**config.mk**
```make
export PLATFORM = sky130hd
export DESIGN_NAME = rtc_pit_sync_regs
export DESIGN_NICKNAME = d
export VERILOG_FILES = /design/src/common/rtc_pkg.sv /design/src/hdl/rtc_pit_sync_regs.sv
export VERILOG_INCLUDE_DIRS = /design/src /design/src/common
export SDC_FILE = /design/constraint.sdc
export NUM_CORES = 1
export LEC_CHECK = 0
export BUFFER_PORTS_ARGS = -buffer_cell sky130_fd_sc_hd__buf_2
export CELL_PAD_IN_SITES_DETAIL_PLACEMENT = 1
export CELL_PAD_IN_SITES_GLOBAL_PLACEMENT = 1
export CORE_ASPECT_RATIO = 1.75
export CORE_MARGIN = 2
export CORE_UTILIZATION = 35
export DETAILED_ROUTE_END_ITERATION = 10
export PLACE_DENSITY_LB_ADDON = 0.1
export RECOVER_POWER = 100
export SETUP_SLACK_MARGIN = 0.15
export SLEW_MARGIN = 10
export SYNTH_ARGS = -nofsm -noshare
export SYNTH_HDL_FRONTEND = slang
export SYNTH_SLANG_ARGS = --single-unit
```
**constraint.sdc**
```tcl
create_clock -name core_clk -period 4.75 [get_ports core_clk]
set_input_delay 0.95 -clock core_clk [delete_from_list [all_inputs] [get_ports core_clk]]
set_output_delay 0.95 -clock core_clk [all_outputs]
set_load 0.02 [all_outputs]
```
**src/common/rtc_params.svh**
```systemverilog
// Constants for the counter and tick timer register block
`ifndef RTC_PARAMS_SVH
`define RTC_PARAMS_SVH
// =====================================================================
// Register indices (byte address is four times the index)
`define IDX_CTRL 5'h00
`define IDX_BUSY 5'h01
`define IDX_IEN 5'h02
`define IDX_IFLG 5'h03
`define IDX_TEMP 5'h04
`define IDX_HALT 5'h05
`define IDX_CRYSTAL_CORRECTION 5'h06
`define IDX_SOURCE_SELECT 5'h07
`define IDX_CNT_L 5'h08
`define IDX_CNT_H 5'h09
`define IDX_TOP_L 5'h0A
`define IDX_TOP_H 5'h0B
`define IDX_CMP_L 5'h0C
`define IDX_CMP_H 5'h0D
`define IDX_TCTL 5'h10
`define IDX_TBUSY 5'h11
`define IDX_TIEN 5'h12
`define IDX_TIFLG 5'h13
`define IDX_THALT 5'h15
// =====================================================================
// Field positions
`define CTL_ON 0
`define CTL_CORR 2
`define CTL_DIV_LO 3
`define CTL_DIV_HI 6
`define CTL_STBY 7
`define TCTL_ON 0
`define TCTL_PER_LO 3
`define TCTL_PER_HI 6
`define CH_CTL 0
`define CH_CNT 1
`define CH_TOP 2
`define CH_CMP 3
`define CH_TICK 4
`define CH_NUM 5
`define IRQ_WRAP 0
`define IRQ_MATCH 1
`define HALT_RUN 0
// =====================================================================
// Masks, reset values, sync timing
`define CTRL_MASK 8'hFD
`define TCTL_MASK 8'h79
`define TOP_RESET 16'hFFFF
`define SYNC_LAST 1'h1
`endif

```
**src/common/rtc_pkg.sv**
```systemverilog
// Types shared by the counter and tick timer register block
package rtc_pkg;
  typedef struct packed {
    logic psel;
    logic penable;
    logic pwrite;
    logic [7:0] paddr;
    logic [31:0] pwdata;
  } apb_req_t;
endpackage

```
**src/hdl/rtc_pit_sync_regs.sv**
```systemverilog
// Counter and tick timer with APB registers and slow-clock sync
`timescale 1ns/100ps
`include "rtc_params.svh"

module rtc_pit_sync_regs (
  // Clock and reset
  input wire logic core_clk,
  input wire logic nrst,
  // APB slave
  input wire rtc_pkg::apb_req_t apb_req,
  output logic [31:0] prdata,
  output logic pready,
  output logic pslverr,
  // Pins and system state
  input wire logic slow_clk_pin,
  input wire logic cpu_halted,
  input wire logic standby_sleep,
  // Outputs
  output logic rtc_irq,
  output logic tick_irq,
  output logic tick_out,
  output logic wrap_event,
  output logic match_event,
  output logic drift_fix_on,
  output logic [1:0] clk_source
);

  // ===================================================================
  // Slow clock sampling
  logic sc1_q, sc2_q, sc3_q;
  logic slow_edge;

  always_ff @(posedge core_clk or negedge nrst)
  begin
    if (!nrst)
    begin
      sc1_q <= 1'b0;
      sc2_q <= 1'b0;
      sc3_q <= 1'b0;
    end
    else
    begin
      sc1_q <= slow_clk_pin;
      sc2_q <= sc1_q;
      sc3_q <= sc2_q;
    end
  end

  // Rising edge is found between the second and third stages
  assign slow_edge = sc2_q & ~sc3_q;

  // ===================================================================
  // APB decode
  logic [4:0] idx;
  logic access, done, wr_ok, rd_ok, mapped;
  logic [7:0] wd;

  assign idx = apb_req.paddr[6:2];
  assign wd = apb_req.pwdata[7:0];
  assign access = apb_req.psel & apb_req.penable;
  assign done = access & pready;
  assign wr_ok = done & apb_req.pwrite & mapped;
  assign rd_ok = done & ~apb_req.pwrite & mapped;

  always_comb
  begin
    mapped = 1'b0;
    if (!apb_req.paddr[7] && apb_req.paddr[1:0] == 2'h0)
    begin
      unique case (idx)
        `IDX_CTRL, `IDX_BUSY, `IDX_IEN, `IDX_IFLG, `IDX_TEMP, `IDX_HALT,
        `IDX_CRYSTAL_CORRECTION, `IDX_SOURCE_SELECT, `IDX_CNT_L, `IDX_CNT_H, `IDX_TOP_L,
        `IDX_TOP_H, `IDX_CMP_L, `IDX_CMP_H, `IDX_TCTL, `IDX_TBUSY,
        `IDX_TIEN, `IDX_TIFLG, `IDX_THALT: mapped = 1'b1;
        default: mapped = 1'b0;
      endcase
    end
  end

  // ===================================================================
  // Bus-side registers
  logic [7:0] ctl_q, tctl_q, temp_q, crystal_correction_q;
  logic [15:0] cnt_wr_q, top_q, cmp_q;
  logic [1:0] irq_en_q, source_select_q;
  logic tick_en_q, halt_q, tick_halt_q;
  logic [`CH_NUM-1:0] written, apply, busy_q;
  logic [15:0] cnt_q;

  always_comb
  begin
    written = '0;
    written[`CH_CTL] = wr_ok && idx == `IDX_CTRL;
    written[`CH_CNT] = wr_ok && idx == `IDX_CNT_H;
    written[`CH_TOP] = wr_ok && idx == `IDX_TOP_H;
    written[`CH_CMP] = wr_ok && idx == `IDX_CMP_H;
    written[`CH_TICK] = wr_ok && idx == `IDX_TCTL;
  end

  always_ff @(posedge core_clk or negedge nrst)
  begin
    if (!nrst)
    begin
      ctl_q <= 8'h00;
      tctl_q <= 8'h00;
      irq_en_q <= 2'h0;
      tick_en_q <= 1'b0;
      halt_q <= 1'b0;
      tick_halt_q <= 1'b0;
      crystal_correction_q <= 8'h00;
      source_select_q <= 2'h0;
    end
    else if (wr_ok)
    begin
      unique case (idx)
        `IDX_CTRL: ctl_q <= wd & `CTRL_MASK;
        `IDX_TCTL: tctl_q <= wd & `TCTL_MASK;
        `IDX_IEN: irq_en_q <= wd[1:0];
        `IDX_TIEN: tick_en_q <= wd[0];
        `IDX_HALT: halt_q <= wd[`HALT_RUN];
        `IDX_THALT: tick_halt_q <= wd[`HALT_RUN];
        `IDX_CRYSTAL_CORRECTION: crystal_correction_q <= wd;
        `IDX_SOURCE_SELECT: source_select_q <= wd[1:0];
        default: ;
      endcase
    end
  end

  // Shared byte latch pairs the halves of every 16-bit value
  always_ff @(posedge core_clk or negedge nrst)
  begin
    if (!nrst)
    begin
      temp_q <= 8'h00;
      cnt_wr_q <= 16'h0000;
      top_q <= `TOP_RESET;
      cmp_q <= 16'h0000;
    end
    else if (wr_ok)
    begin
      unique case (idx)
        `IDX_TEMP, `IDX_CNT_L, `IDX_TOP_L, `IDX_CMP_L: temp_q <= wd;
        `IDX_CNT_H: cnt_wr_q <= {wd, temp_q};
        `IDX_TOP_H: top_q <= {wd, temp_q};
        `IDX_CMP_H: cmp_q <= {wd, temp_q};
        default: ;
      endcase
    end
    else if (rd_ok)
    begin
      unique case (idx)
        `IDX_CNT_L: temp_q <= cnt_q[15:8];
        `IDX_TOP_L: temp_q <= top_q[15:8];
        `IDX_CMP_L: temp_q <= cmp_q[15:8];
        default: ;
      endcase
    end
  end

  // ===================================================================
  // Crossing channels: busy until second slow edge captures
  logic [`CH_NUM-1:0] stage_q;

  for (genvar i = 0; i < `CH_NUM; i++)
  begin : g_sync
    // Software must not rewrite while busy; a rewrite restarts the crossing
    assign apply[i] = busy_q[i] & slow_edge & (stage_q[i] == `SYNC_LAST) & ~written[i];

    always_ff @(posedge core_clk or negedge nrst)
    begin
      if (!nrst)
      begin
        busy_q[i] <= 1'b0;
        stage_q[i] <= 1'b0;
      end
      else if (written[i])
      begin
        busy_q[i] <= 1'b1;
        stage_q[i] <= 1'b0;
      end
      else if (busy_q[i] && slow_edge)
      begin
        busy_q[i] <= stage_q[i] != `SYNC_LAST;
        stage_q[i] <= ~stage_q[i];
      end
    end
  end

  // ===================================================================
  // Slow-side copies
  logic [7:0] ctl_eff_q, tctl_eff_q;
  logic [15:0] top_eff_q, cmp_eff_q;

  always_ff @(posedge core_clk or negedge nrst)
  begin
    if (!nrst)
    begin
      ctl_eff_q <= 8'h00;
      tctl_eff_q <= 8'h00;
      top_eff_q <= `TOP_RESET;
      cmp_eff_q <= 16'h0000;
    end
    else
    begin
      if (apply[`CH_CTL])
        ctl_eff_q <= ctl_q;
      if (apply[`CH_TICK])
        tctl_eff_q <= tctl_q;
      if (apply[`CH_TOP])
        top_eff_q <= top_q;
      if (apply[`CH_CMP])
        cmp_eff_q <= cmp_q;
    end
  end

  // ===================================================================
  // Prescaler and counter
  logic [14:0] presc_q, div_mask;
  logic [3:0] div_sel, per_sel;
  logic rtc_on, tick_on, rtc_frozen, tick_gate, rtc_step, wrap_hit, match_hit;

  assign div_sel = ctl_eff_q[`CTL_DIV_HI:`CTL_DIV_LO];
  assign rtc_on = ctl_eff_q[`CTL_ON];
  assign tick_on = tctl_eff_q[`TCTL_ON];
  assign div_mask = 15'((16'h0001 << div_sel) - 16'h0001);
  assign rtc_frozen = (cpu_halted & ~halt_q)
    | (standby_sleep & ~ctl_eff_q[`CTL_STBY]);
  assign tick_gate = ~(cpu_halted & ~tick_halt_q);
  assign rtc_step = slow_edge & rtc_on & ~rtc_frozen & ((presc_q & div_mask) == div_mask);
  assign wrap_hit = rtc_step & (cnt_q == top_eff_q);
  assign match_hit = rtc_step & (cnt_q == cmp_eff_q);

  // Shared prescaler halts only when every enabled user is halted
  always_ff @(posedge core_clk or negedge nrst)
  begin
    if (!nrst)
      presc_q <= 15'h0000;
    else if (!rtc_on && !tick_on)
      presc_q <= 15'h0000;
    else if (slow_edge && ((rtc_on && !rtc_frozen) || (tick_on && tick_gate)))
      presc_q <= presc_q + 15'h0001;
  end

  always_ff @(posedge core_clk or negedge nrst)
  begin
    if (!nrst)
      cnt_q <= 16'h0000;
    else if (apply[`CH_CNT])
      cnt_q <= cnt_wr_q;
    else if (wrap_hit)
      cnt_q <= 16'h0000;
    else if (rtc_step)
      cnt_q <= cnt_q + 16'h0001;
  end

  // ===================================================================
  // Ticker output
  logic tick_level;

  assign per_sel = tctl_eff_q[`TCTL_PER_HI:`TCTL_PER_LO];
  assign tick_level = tick_on & (per_sel != 4'h0) & presc_q[4'(per_sel - 4'h1)] & tick_gate;

  // ===================================================================
  // Flags and requests
  logic [1:0] irq_flag_q, irq_flag_d, irq_clr;
  logic tick_flag_q, tick_flag_d, tick_clr, tick_rise;

  assign tick_rise = tick_level & ~tick_out;
  assign irq_clr = (wr_ok && idx == `IDX_IFLG) ? wd[1:0] : 2'h0;
  assign tick_clr = wr_ok && idx == `IDX_TIFLG && wd[0];
  // Set beats a clear arriving in the same cycle
  assign irq_flag_d[`IRQ_WRAP] = wrap_hit | (irq_flag_q[`IRQ_WRAP] & ~irq_clr[`IRQ_WRAP]);
  assign irq_flag_d[`IRQ_MATCH] = match_hit | (irq_flag_q[`IRQ_MATCH] & ~irq_clr[`IRQ_MATCH]);
  assign tick_flag_d = tick_rise | (tick_flag_q & ~tick_clr);

  always_ff @(posedge core_clk or negedge nrst)
  begin
    if (!nrst)
    begin
      irq_flag_q <= 2'h0;
      tick_flag_q <= 1'b0;
      tick_out <= 1'b0;
      wrap_event <= 1'b0;
      match_event <= 1'b0;
    end
    else
    begin
      irq_flag_q <= irq_flag_d;
      tick_flag_q <= tick_flag_d;
      tick_out <= tick_level;
      wrap_event <= wrap_hit;
      match_event <= match_hit;
    end
  end

  // Requests track flags and enables of the same cycle
  always_ff @(posedge core_clk or negedge nrst)
  begin
    if (!nrst)
    begin
      rtc_irq <= 1'b0;
      tick_irq <= 1'b0;
      drift_fix_on <= 1'b0;
      clk_source <= 2'h0;
    end
    else
    begin
      rtc_irq <= |(irq_flag_d & ((wr_ok && idx == `IDX_IEN) ? wd[1:0] : irq_en_q));
      tick_irq <= tick_flag_d & ((wr_ok && idx == `IDX_TIEN) ? wd[0] : tick_en_q);
      drift_fix_on <= ctl_eff_q[`CTL_CORR];
      clk_source <= source_select_q;
    end
  end

  // ===================================================================
  // Read mux and APB answer (one wait state)
  logic [7:0] rd_mux;

  always_comb
  begin
    rd_mux = 8'h00;
    unique case (idx)
      `IDX_CTRL: rd_mux = ctl_q;
      `IDX_BUSY: rd_mux = {4'h0, busy_q[`CH_CMP:`CH_CTL]};
      `IDX_IEN: rd_mux = {6'h00, irq_en_q};
      `IDX_IFLG: rd_mux = {6'h00, irq_flag_q};
      `IDX_TEMP, `IDX_CNT_H, `IDX_TOP_H, `IDX_CMP_H: rd_mux = temp_q;
      `IDX_HALT: rd_mux = {7'h00, halt_q};
      `IDX_CRYSTAL_CORRECTION: rd_mux = crystal_correction_q;
      `IDX_SOURCE_SELECT: rd_mux = {6'h00, source_select_q};
      `IDX_CNT_L: rd_mux = cnt_q[7:0];
      `IDX_TOP_L: rd_mux = top_q[7:0];
      `IDX_CMP_L: rd_mux = cmp_q[7:0];
      `IDX_TCTL: rd_mux = tctl_q;
      `IDX_TBUSY: rd_mux = {7'h00, busy_q[`CH_TICK]};
      `IDX_TIEN: rd_mux = {7'h00, tick_en_q};
      `IDX_TIFLG: rd_mux = {7'h00, tick_flag_q};
      `IDX_THALT: rd_mux = {7'h00, tick_halt_q};
      default: rd_mux = 8'h00;
    endcase
  end

  always_ff @(posedge core_clk or negedge nrst)
  begin
    if (!nrst)
    begin
      pready <= 1'b0;
      pslverr <= 1'b0;
      prdata <= 32'h0000_0000;
    end
    else
    begin
      pready <= access & ~pready;
      pslverr <= access & ~pready & ~mapped;
      if (access && !pready)
        prdata <= (mapped && !apb_req.pwrite) ? {24'h00_0000, rd_mux} : 32'h0000_0000;
    end
  end
endmodule // rtc_pit_sync_regs

```
==> metrics.md, run 1 <==
| Metric | Value |
|---|---|
| VDD IR max | 0.0002578 V |
| Final worst-path cycle share | 84.53% |
| Worst skew pair latency | 0.46 ns |
| Type of origin of the critical path | input port |
| WP data arrival | 4.34 ns |
| Post-synth EDFFs | 0 |
| Clock root cell | clkbuf_16 |
| Pwr dens | 303.7 mW/mm² |
| Dominant cells by area after synthesis | dfrtp_1, mux2_2, dfstp_2 |
| Clk sinks | 192 |
| Gpl congestion | 0.8280 |
| Port Buffers | 41 |
| # nets final | 1,002 |
| Initial drt markers | 327 |
| Sequential area share after synthesis | 48.88% |
| Leak | 4.820 nW |
| HP Start | sc1_q$_DFF_PN0_ |
| TritonCTS Buffers | 17 |
| Crit-path max FO | 19 |
| Initial antenna violation count | 0 |
| RSZ-0062 raised after global routing | no |
| Top_reg_cell synth | dfrtp_1 |
| Synthesized cell area | 0.009912 mm² |
| Clock transition at the registers of the reported paths | 0.07 ns |
| Syn Inst Count | 935 |
| Critical Path RT | 5.08 ns |
| Max-slew violations | 119 |
| Worst hold path type | reg -> reg |
| Leading area contributor after synthesis | dfrtp_1 |
| Status | finished, violations left |
| Die area | 0.02973 mm² |
| Hold Path Cell Cnt | 0 |
| Worst Reg2Reg Path Length in Cells | 9 |
| Slew headroom | -79.63% |
| Row count | 81 |
| Period minus WS final | 4.015 ns |
| Synth-to-layout area growth | 8.445% |
| CTS Hold Buffers Added | 0 |
| Die Wd | 131.2 µm |
| First-pass GRT wire length | 48,510 µm |
| Worst R2R Setup Slack | 0.96 ns |
| Worst Skew | 0.01476 ns |
| Vias | 7,108 |
| TritonCTS clock tree | yes |
| Async S/R FF share, synth | 100.0% |
| Crit Reg-Reg Endpoint | cnt_q[7]$_DFFE_PN0P_ |
| Hold Path End | sc2_q$_DFF_PN0_ |
| Worst flop-to-flop path startpoint | ctl_eff_q[4]$_DFFE_PN0P_ |
| DRC Markers | 0 |
| Share of post-route cells with drive strength above 1 | 19.54% |
| Clock Path Buffers | 2 |
| Antenna diode instance count | 0 |
| Post-CTS resize count | 0 |
| Netlist cell types | 85 |
| Core Util, Final | 38.57% |
| Commonest non-fill, non-tap cell in the layout | dfrtp_1 |
| Worst-margin pin slew | 2.694 ns |
| Setup TNS | 0 ns |
| FMAX | 249.1 MHz |
| Total GRT Usage | 22.20% |
| Postcts setup bufs | 0 |
| First drt pass iteration count | 6 |
| Setup-violating endpoint count in the final report | 0 |
| Routed WL | 31,770 µm |
| IO Pins | 90 |
| Avg Cell Area, Syn | 10.60 µm² |
| Yosys reg bits | 192 |
| GRT overflow | 0 |
| Crit Path Class | in -> reg |
| Core ar. | 0.02787 mm² |
| Die H | 226.6 µm |
| Remaining antenna violation count after routing | 0 |
| Detail Placement HPWL | 23,030 µm |
| Most frequent cells in the layout | dfrtp_1, nand2_1, mux2_2 |
| Synth top area share | 40.39% |
| Avg WL per Cell | 23.80 µm |
| Vias in the first global route | 7,725 |
| # Max-Cap Violations | 2 |
| Violated checks | capacitance limit, slew limit |
| Vias per std cell | 5.324 |
| Yosys warns | 0 |
| Worst setup path startpoint | apb_req[37] |
| Largest net degree at the start of global routing | 101 |
| Fin. Hold Viols | 0 |
| Initial Util | 35.56% |
| H-Tree Level Count | 4 |
| Worst setup EP type | flop |
-- per-stage QoR --
step                      std cells  setup WS, ns  area (µm²)  hold slack (ns)  power (mW)
after floorplan                 958         1.977        9998           0.3312       1.769
after global placement         1303         1.110       10320           0.3379       1.835
after detailed placement       1303         1.058       10320           0.3427       1.837
after CTS                      1335        0.9777       10900           0.3582       3.316
after global routing           1335        0.4623       10750           0.3645       3.391
final                          1335        0.7351       10750           0.3539       3.264
-- metal layers --
metal  global-route usage [%]  vias to the layer above  routed length [µm]
li1                         -                     3304                   -
met1                    23.35                     3648               11810
met2                    42.48                      105               17720
met3                    3.398                       51                 646
met4                    11.64                        0                1593
met5                        0                        -                   0
-- flip-flops by register name (all words and copies together), names as in the netlist, 5 cells and up --
register              flops
cnt_q                    16
stage_q                   5
busy_q                    5
ctl_eff_q                 7
cmp_eff_q                16
tctl_q                    5
top_q                    16
tctl_eff_q                5
temp_q                    8
ctl_q                     7
crystal_correction_q      8
prdata                    8
top_eff_q                16
presc_q                  15
cnt_wr_q                 16
cmp_q                    16
-- report_power, final --
part / switching (mW) / leakage, nW / internal (mW)
sequential: 0.00972 / 2.51 / 1.65
clock: 0.671 / 0.285 / 0.793
combinational: 0.112 / 2.02 / 0.0299
-- critical path: stages --
cell       delay [ns]
clkbuf_1         0.26
a2111oi_4        0.52
nand4_1          0.30
nor2_2           0.14
clkbuf_1         0.98
or2_2            0.35
o31a_1           0.48
o21ai_0          0.19
o311ai_0         0.14
-- cells in the mapped netlist, types with 15 or more instances --
library cell	number
inv_1	22
nor2_1	52
xnor2_1	27
nand2_1	129
a22oi_1	18
buf_2	20
clkbuf_1	25
xor2_1	25
nand3_1	33
mux2_2	86
dfstp_2	32
buf_4	27
dfrtp_1	160
a21oi_1	15
o21ai_0	45
-- kinds of logic (layout without fill, tap and decap cells) --
| family | count (synthesis) | in the layout | synth area share [%] |
|---|---|---|---|
| muxes | 108 | 108 | 12.90 |
| adders and majority gates | 5 | 5 | 0.6312 |
| buffers and inverters | 105 | 109 | 5.630 |
| DFF | 192 | 192 | 48.88 |
| xor gates and xnor gates | 52 | 52 | 4.595 |
| AOI/OAI and AO/OA | 151 | 151 | 11.03 |
| other | 1 | 24 | 0.03783 |
| and+or+nand+nor | 321 | 321 | 16.30 |
-- cell type report --
cell class	instances	area, µm²
clock buffer	20	446.7
sequential	192	4845
fill	3099	17120
multi-input combinational	661	4517
clock inverter	12	135.1
inverter	24	90.09
timing repair buffer	53	249.0
tap	373	466.7
-- how the worst max path moves through the flow --
stage	endpoint	depth (start not counted)	slack [ns]
after global placement	cnt_q[3]$_DFFE_PN0P_	8	1.11
after global routing	cnt_q[15]$_DFFE_PN0P_	9	0.46
final	cnt_q[7]$_DFFE_PN0P_	9	0.74
after floorplan	cmp_eff_q[0]$_DFFE_PN0P_	8	1.98
after detailed placement	cnt_q[15]$_DFFE_PN0P_	9	1.06
after CTS	cnt_q[15]$_DFFE_PN0P_	9	0.98
No activity file was read; power rests on OpenSTA's default activity.
==> inputs of run 2 (changes only) <==
Clock period 4.75 ns to 3.65 ns, I/O delays scaled along.
==> metrics.md, run 2 (same netlist as run 1, synthesis figures left out) <==
| Metric | Value |
|---|---|
| IO Pins | 90 (unchanged) |
| Detail Placement HPWL | 23,900 µm (was 23,030 µm) |
| Status | finished, violations left (unchanged) |
| Grt met2 use | 43.90% (was 42.48%) |
| Crit-path max FO | 12 (was 19) |
| Switching share of total power | 24.24% (was 24.28%) |
| # Max-Cap Violations | 2 (unchanged) |
| First-pass GRT wire length | 49,640 µm (was 48,510 µm) |
| RSZ-0062 raised after global routing | no (unchanged) |
| TritonCTS clock tree | yes (unchanged) |
| Die Wd | 131.2 µm (unchanged) |
| Worst skew pair latency | 0.46 ns (about the same) |
| Worst-margin pin slew | 2.405 ns (was 2.694 ns) |
| Leak | 4.895 nW (was 4.820 nW) |
| Clock root cell | clkbuf_16 (unchanged) |
| Vias in the first global route | 7,858 (was 7,725) |
| Initial Util | 35.56% (unchanged) |
| CTS Hold Buffers Added | 0 (unchanged) |
| Gpl congestion | 0.8741 (was 0.8280) |
| Worst setup EP type | flop (unchanged) |
| Combinational group share of total power | 4.4% (was 4.3%) |
| Max-slew violations | 105 (was 119) |
| Clock Path Buffers | 2 (unchanged) |
| GRT overflow | 0 (unchanged) |
| Vias per std cell | 5.390 (was 5.324) |
| GR peak layer | met2 (unchanged) |
| Port Buffers | 41 (unchanged) |
| CP Cell Sequence | nor3_1, nand2b_1, ha_1, or4b_1, a211oi_1, nor2_1, nand4b_1, nor3_4, clkbuf_1, a22o_1, a22o_1 (was clkbuf_1, a2111oi_4, nand4_1, nor2_2, clkbuf_1, or2_2, o31a_1, o21ai_0, o311ai_0) |
| Sequential share of power | 50.7% (was 50.8%) |
| Post-CTS resize count | 0 (unchanged) |
| Vias | 7,319 (was 7,108) |
| Setup-violating endpoint count in the final report | 0 (unchanged) |
| Fin. Hold Viols | 0 (unchanged) |
| Initial drt markers | 289 (was 327) |
| Postcts setup bufs | 0 (unchanged) |
| Slowest CP cell | or4b_1 (was clkbuf_1) |
| Most frequent cells in the layout | dfrtp_1, nand2_1, mux2_2 (unchanged) |
| Multi-input gate area | 0.004527 mm² (was 0.004517 mm²) |
| Reported net switching power | 1.031 mW (was 792.7 µW) |
| Remaining antenna violation count after routing | 0 (unchanged) |
| Row count | 81 (unchanged) |
| Clock transition at the registers of the reported paths | 0.07 ns (about the same) |
| VDD IR max | 0.0003605 V (was 0.0002578 V) |
| Max incr delay on CP | 0.58 ns (was 0.98 ns) |
| Setup TNS | 0 ns (unchanged) |
| Clk sinks | 192 (unchanged) |
| H-Tree Level Count | 4 (unchanged) |
| Commonest non-fill, non-tap cell in the layout | dfrtp_1 (unchanged) |
| Core ar. | 0.02787 mm² (unchanged) |
| Pwr dens | 390.6 mW/mm² (was 303.7 mW/mm²) |
| Crit path top cell by count | a22o_1 (was clkbuf_1) |
| GRT met3 Usage | 3.778% (was 3.398%) |
| Final worst-path cycle share | 90.91% |
| TritonCTS Buffers | 17 (unchanged) |
| Total GRT Usage | 22.73% (was 22.20%) |
| Clock share of power | 44.8% (was 44.9%) |
| Placed Instances | 1,325 (was 1,303) |
| Routed WL | 32,260 µm (was 31,770 µm) |
| Grt met1 use | 23.77% (was 23.35%) |
| Share of post-route cells with drive strength above 1 | 20.51% (was 19.54%) |
| Largest net degree at the start of global routing | 87 (was 101) |
| Register Area | 0.004845 mm² (unchanged) |
| Slew headroom | -60.36% (was -79.63%) |
| Pint | 3.222 mW (was 2.472 mW) |
| Type of origin of the critical path | flop (was input port) |
| Fin area | 0.01089 mm² (was 0.01075 mm²) |
| Violated checks | capacitance limit, slew limit (unchanged) |
| Synth-to-layout area growth | 9.846% (was 8.445%) |
| Initial antenna violation count | 0 (unchanged) |
| Period minus WS final | 3.318 ns |
| Avg WL per Cell | 23.75 µm (was 23.80 µm) |
| Worst hold path type | reg -> reg (unchanged) |
| Die area | 0.02973 mm² (unchanged) |
| DRC Markers | 0 (unchanged) |
| Antenna diode instance count | 0 (unchanged) |
| # nets final | 1,025 (was 1,002) |
| FMAX | 301.4 MHz |
| Worst Skew | 0.01079 ns (was 0.01476 ns) |
| First drt pass iteration count | 4 (was 6) |
| FILL cells | 3,120 (was 3,099) |
| Die H | 226.6 µm (unchanged) |
| Placed inst area | 0.01048 mm² (was 0.01032 mm²) |
| Critical Path RT | 4.00 ns (was 5.08 ns) |
| WP data arrival | 3.67 ns (was 4.34 ns) |
| Crit Path Class | reg -> reg (was in -> reg) |
| Final Non-Filler Cells | 1,358 (was 1,335) |
[run 2: cell count changes in the layout (fill, tap and decap cells not counted), sizes merged]
cell / delta
clkbuf: +13
buf: +11
clkinv: -3
clkinvlp: +1
inv: +1
[run 2: critical path, delay by kind of cell (launching register included)]
family / cells / cell delay (ns)
AOI/OAI and AO/OA: 3 / 0.80
adders and majority gates: 1 / 0.38
buffers and inverters: 1 / 0.19
DFF: 1 / 0.38
and+or+nand+nor: 6 / 1.46
[run 2: path summary, 6_finish.rpt]
path	startpoint	to	slack [ns]	cells after the start
setup / recovery	ctl_eff_q[6]$_DFFE_PN0P_	rtc_irq$_DFF_PN0_	0.33	11
max in group asynchronous	nrst	cnt_wr_q[12]$_DFFE_PN0P_	0.77	2
min in group asynchronous	nrst	sc3_q$_DFF_PN0_	1.01	1
hold / removal	sc1_q$_DFF_PN0_	sc2_q$_DFF_PN0_	0.35	0
setup reg to reg	ctl_eff_q[6]$_DFFE_PN0P_	rtc_irq$_DFF_PN0_	0.33	11
hold reg to reg	sc1_q$_DFF_PN0_	sc2_q$_DFF_PN0_	0.35	0
[run 2: final cells by class]
cell class	instances	share of cell area, %
Sequential cell	192	44.50
Multi-Input combinational cell	661	41.58
Tap cell	373	4.286
Clock buffer	21	4.137
Timing Repair Buffer	76	3.493
Clock inverter	11	1.184
Inverter	24	0.8274
[run 2: power groups by stage]
stage          Combinational [mW]  Sequential (mW)  Clock, mW
2_1_floorplan               0.105             2.20          0
3_3_place_gp                0.198             2.20          0
3_5_place_dp                0.198             2.20          0
4_1_cts                     0.199             2.16       1.98
5_1_grt                     0.210             2.16       2.06
6_report                    0.188             2.16       1.91
[run 2: per-layer routing]
layer  vias to the layer above  routed length [µm]
li1                       3345                   -
met1                      3804               11820
met2                       111               18180
met3                        59                 773
met4                         0                1481
met5                         -                   0
[run 2: metrics by stage]
step / util (%) / setup WS, ns / hold WS, ns / power [mW]
5_1_grt: 39.07 / 0.09751 / 0.3573 / 4.434
3_3_place_gp: 37.60 / 0.4487 / 0.3364 / 2.394
2_1_floorplan: - / 0.8832 / 0.3312 / 2.303
6_report: 39.07 / 0.3320 / 0.3548 / 4.253
4_1_cts: 39.68 / 0.3291 / 0.3561 / 4.332
3_5_place_dp: 37.60 / 0.3112 / 0.3386 / 2.396
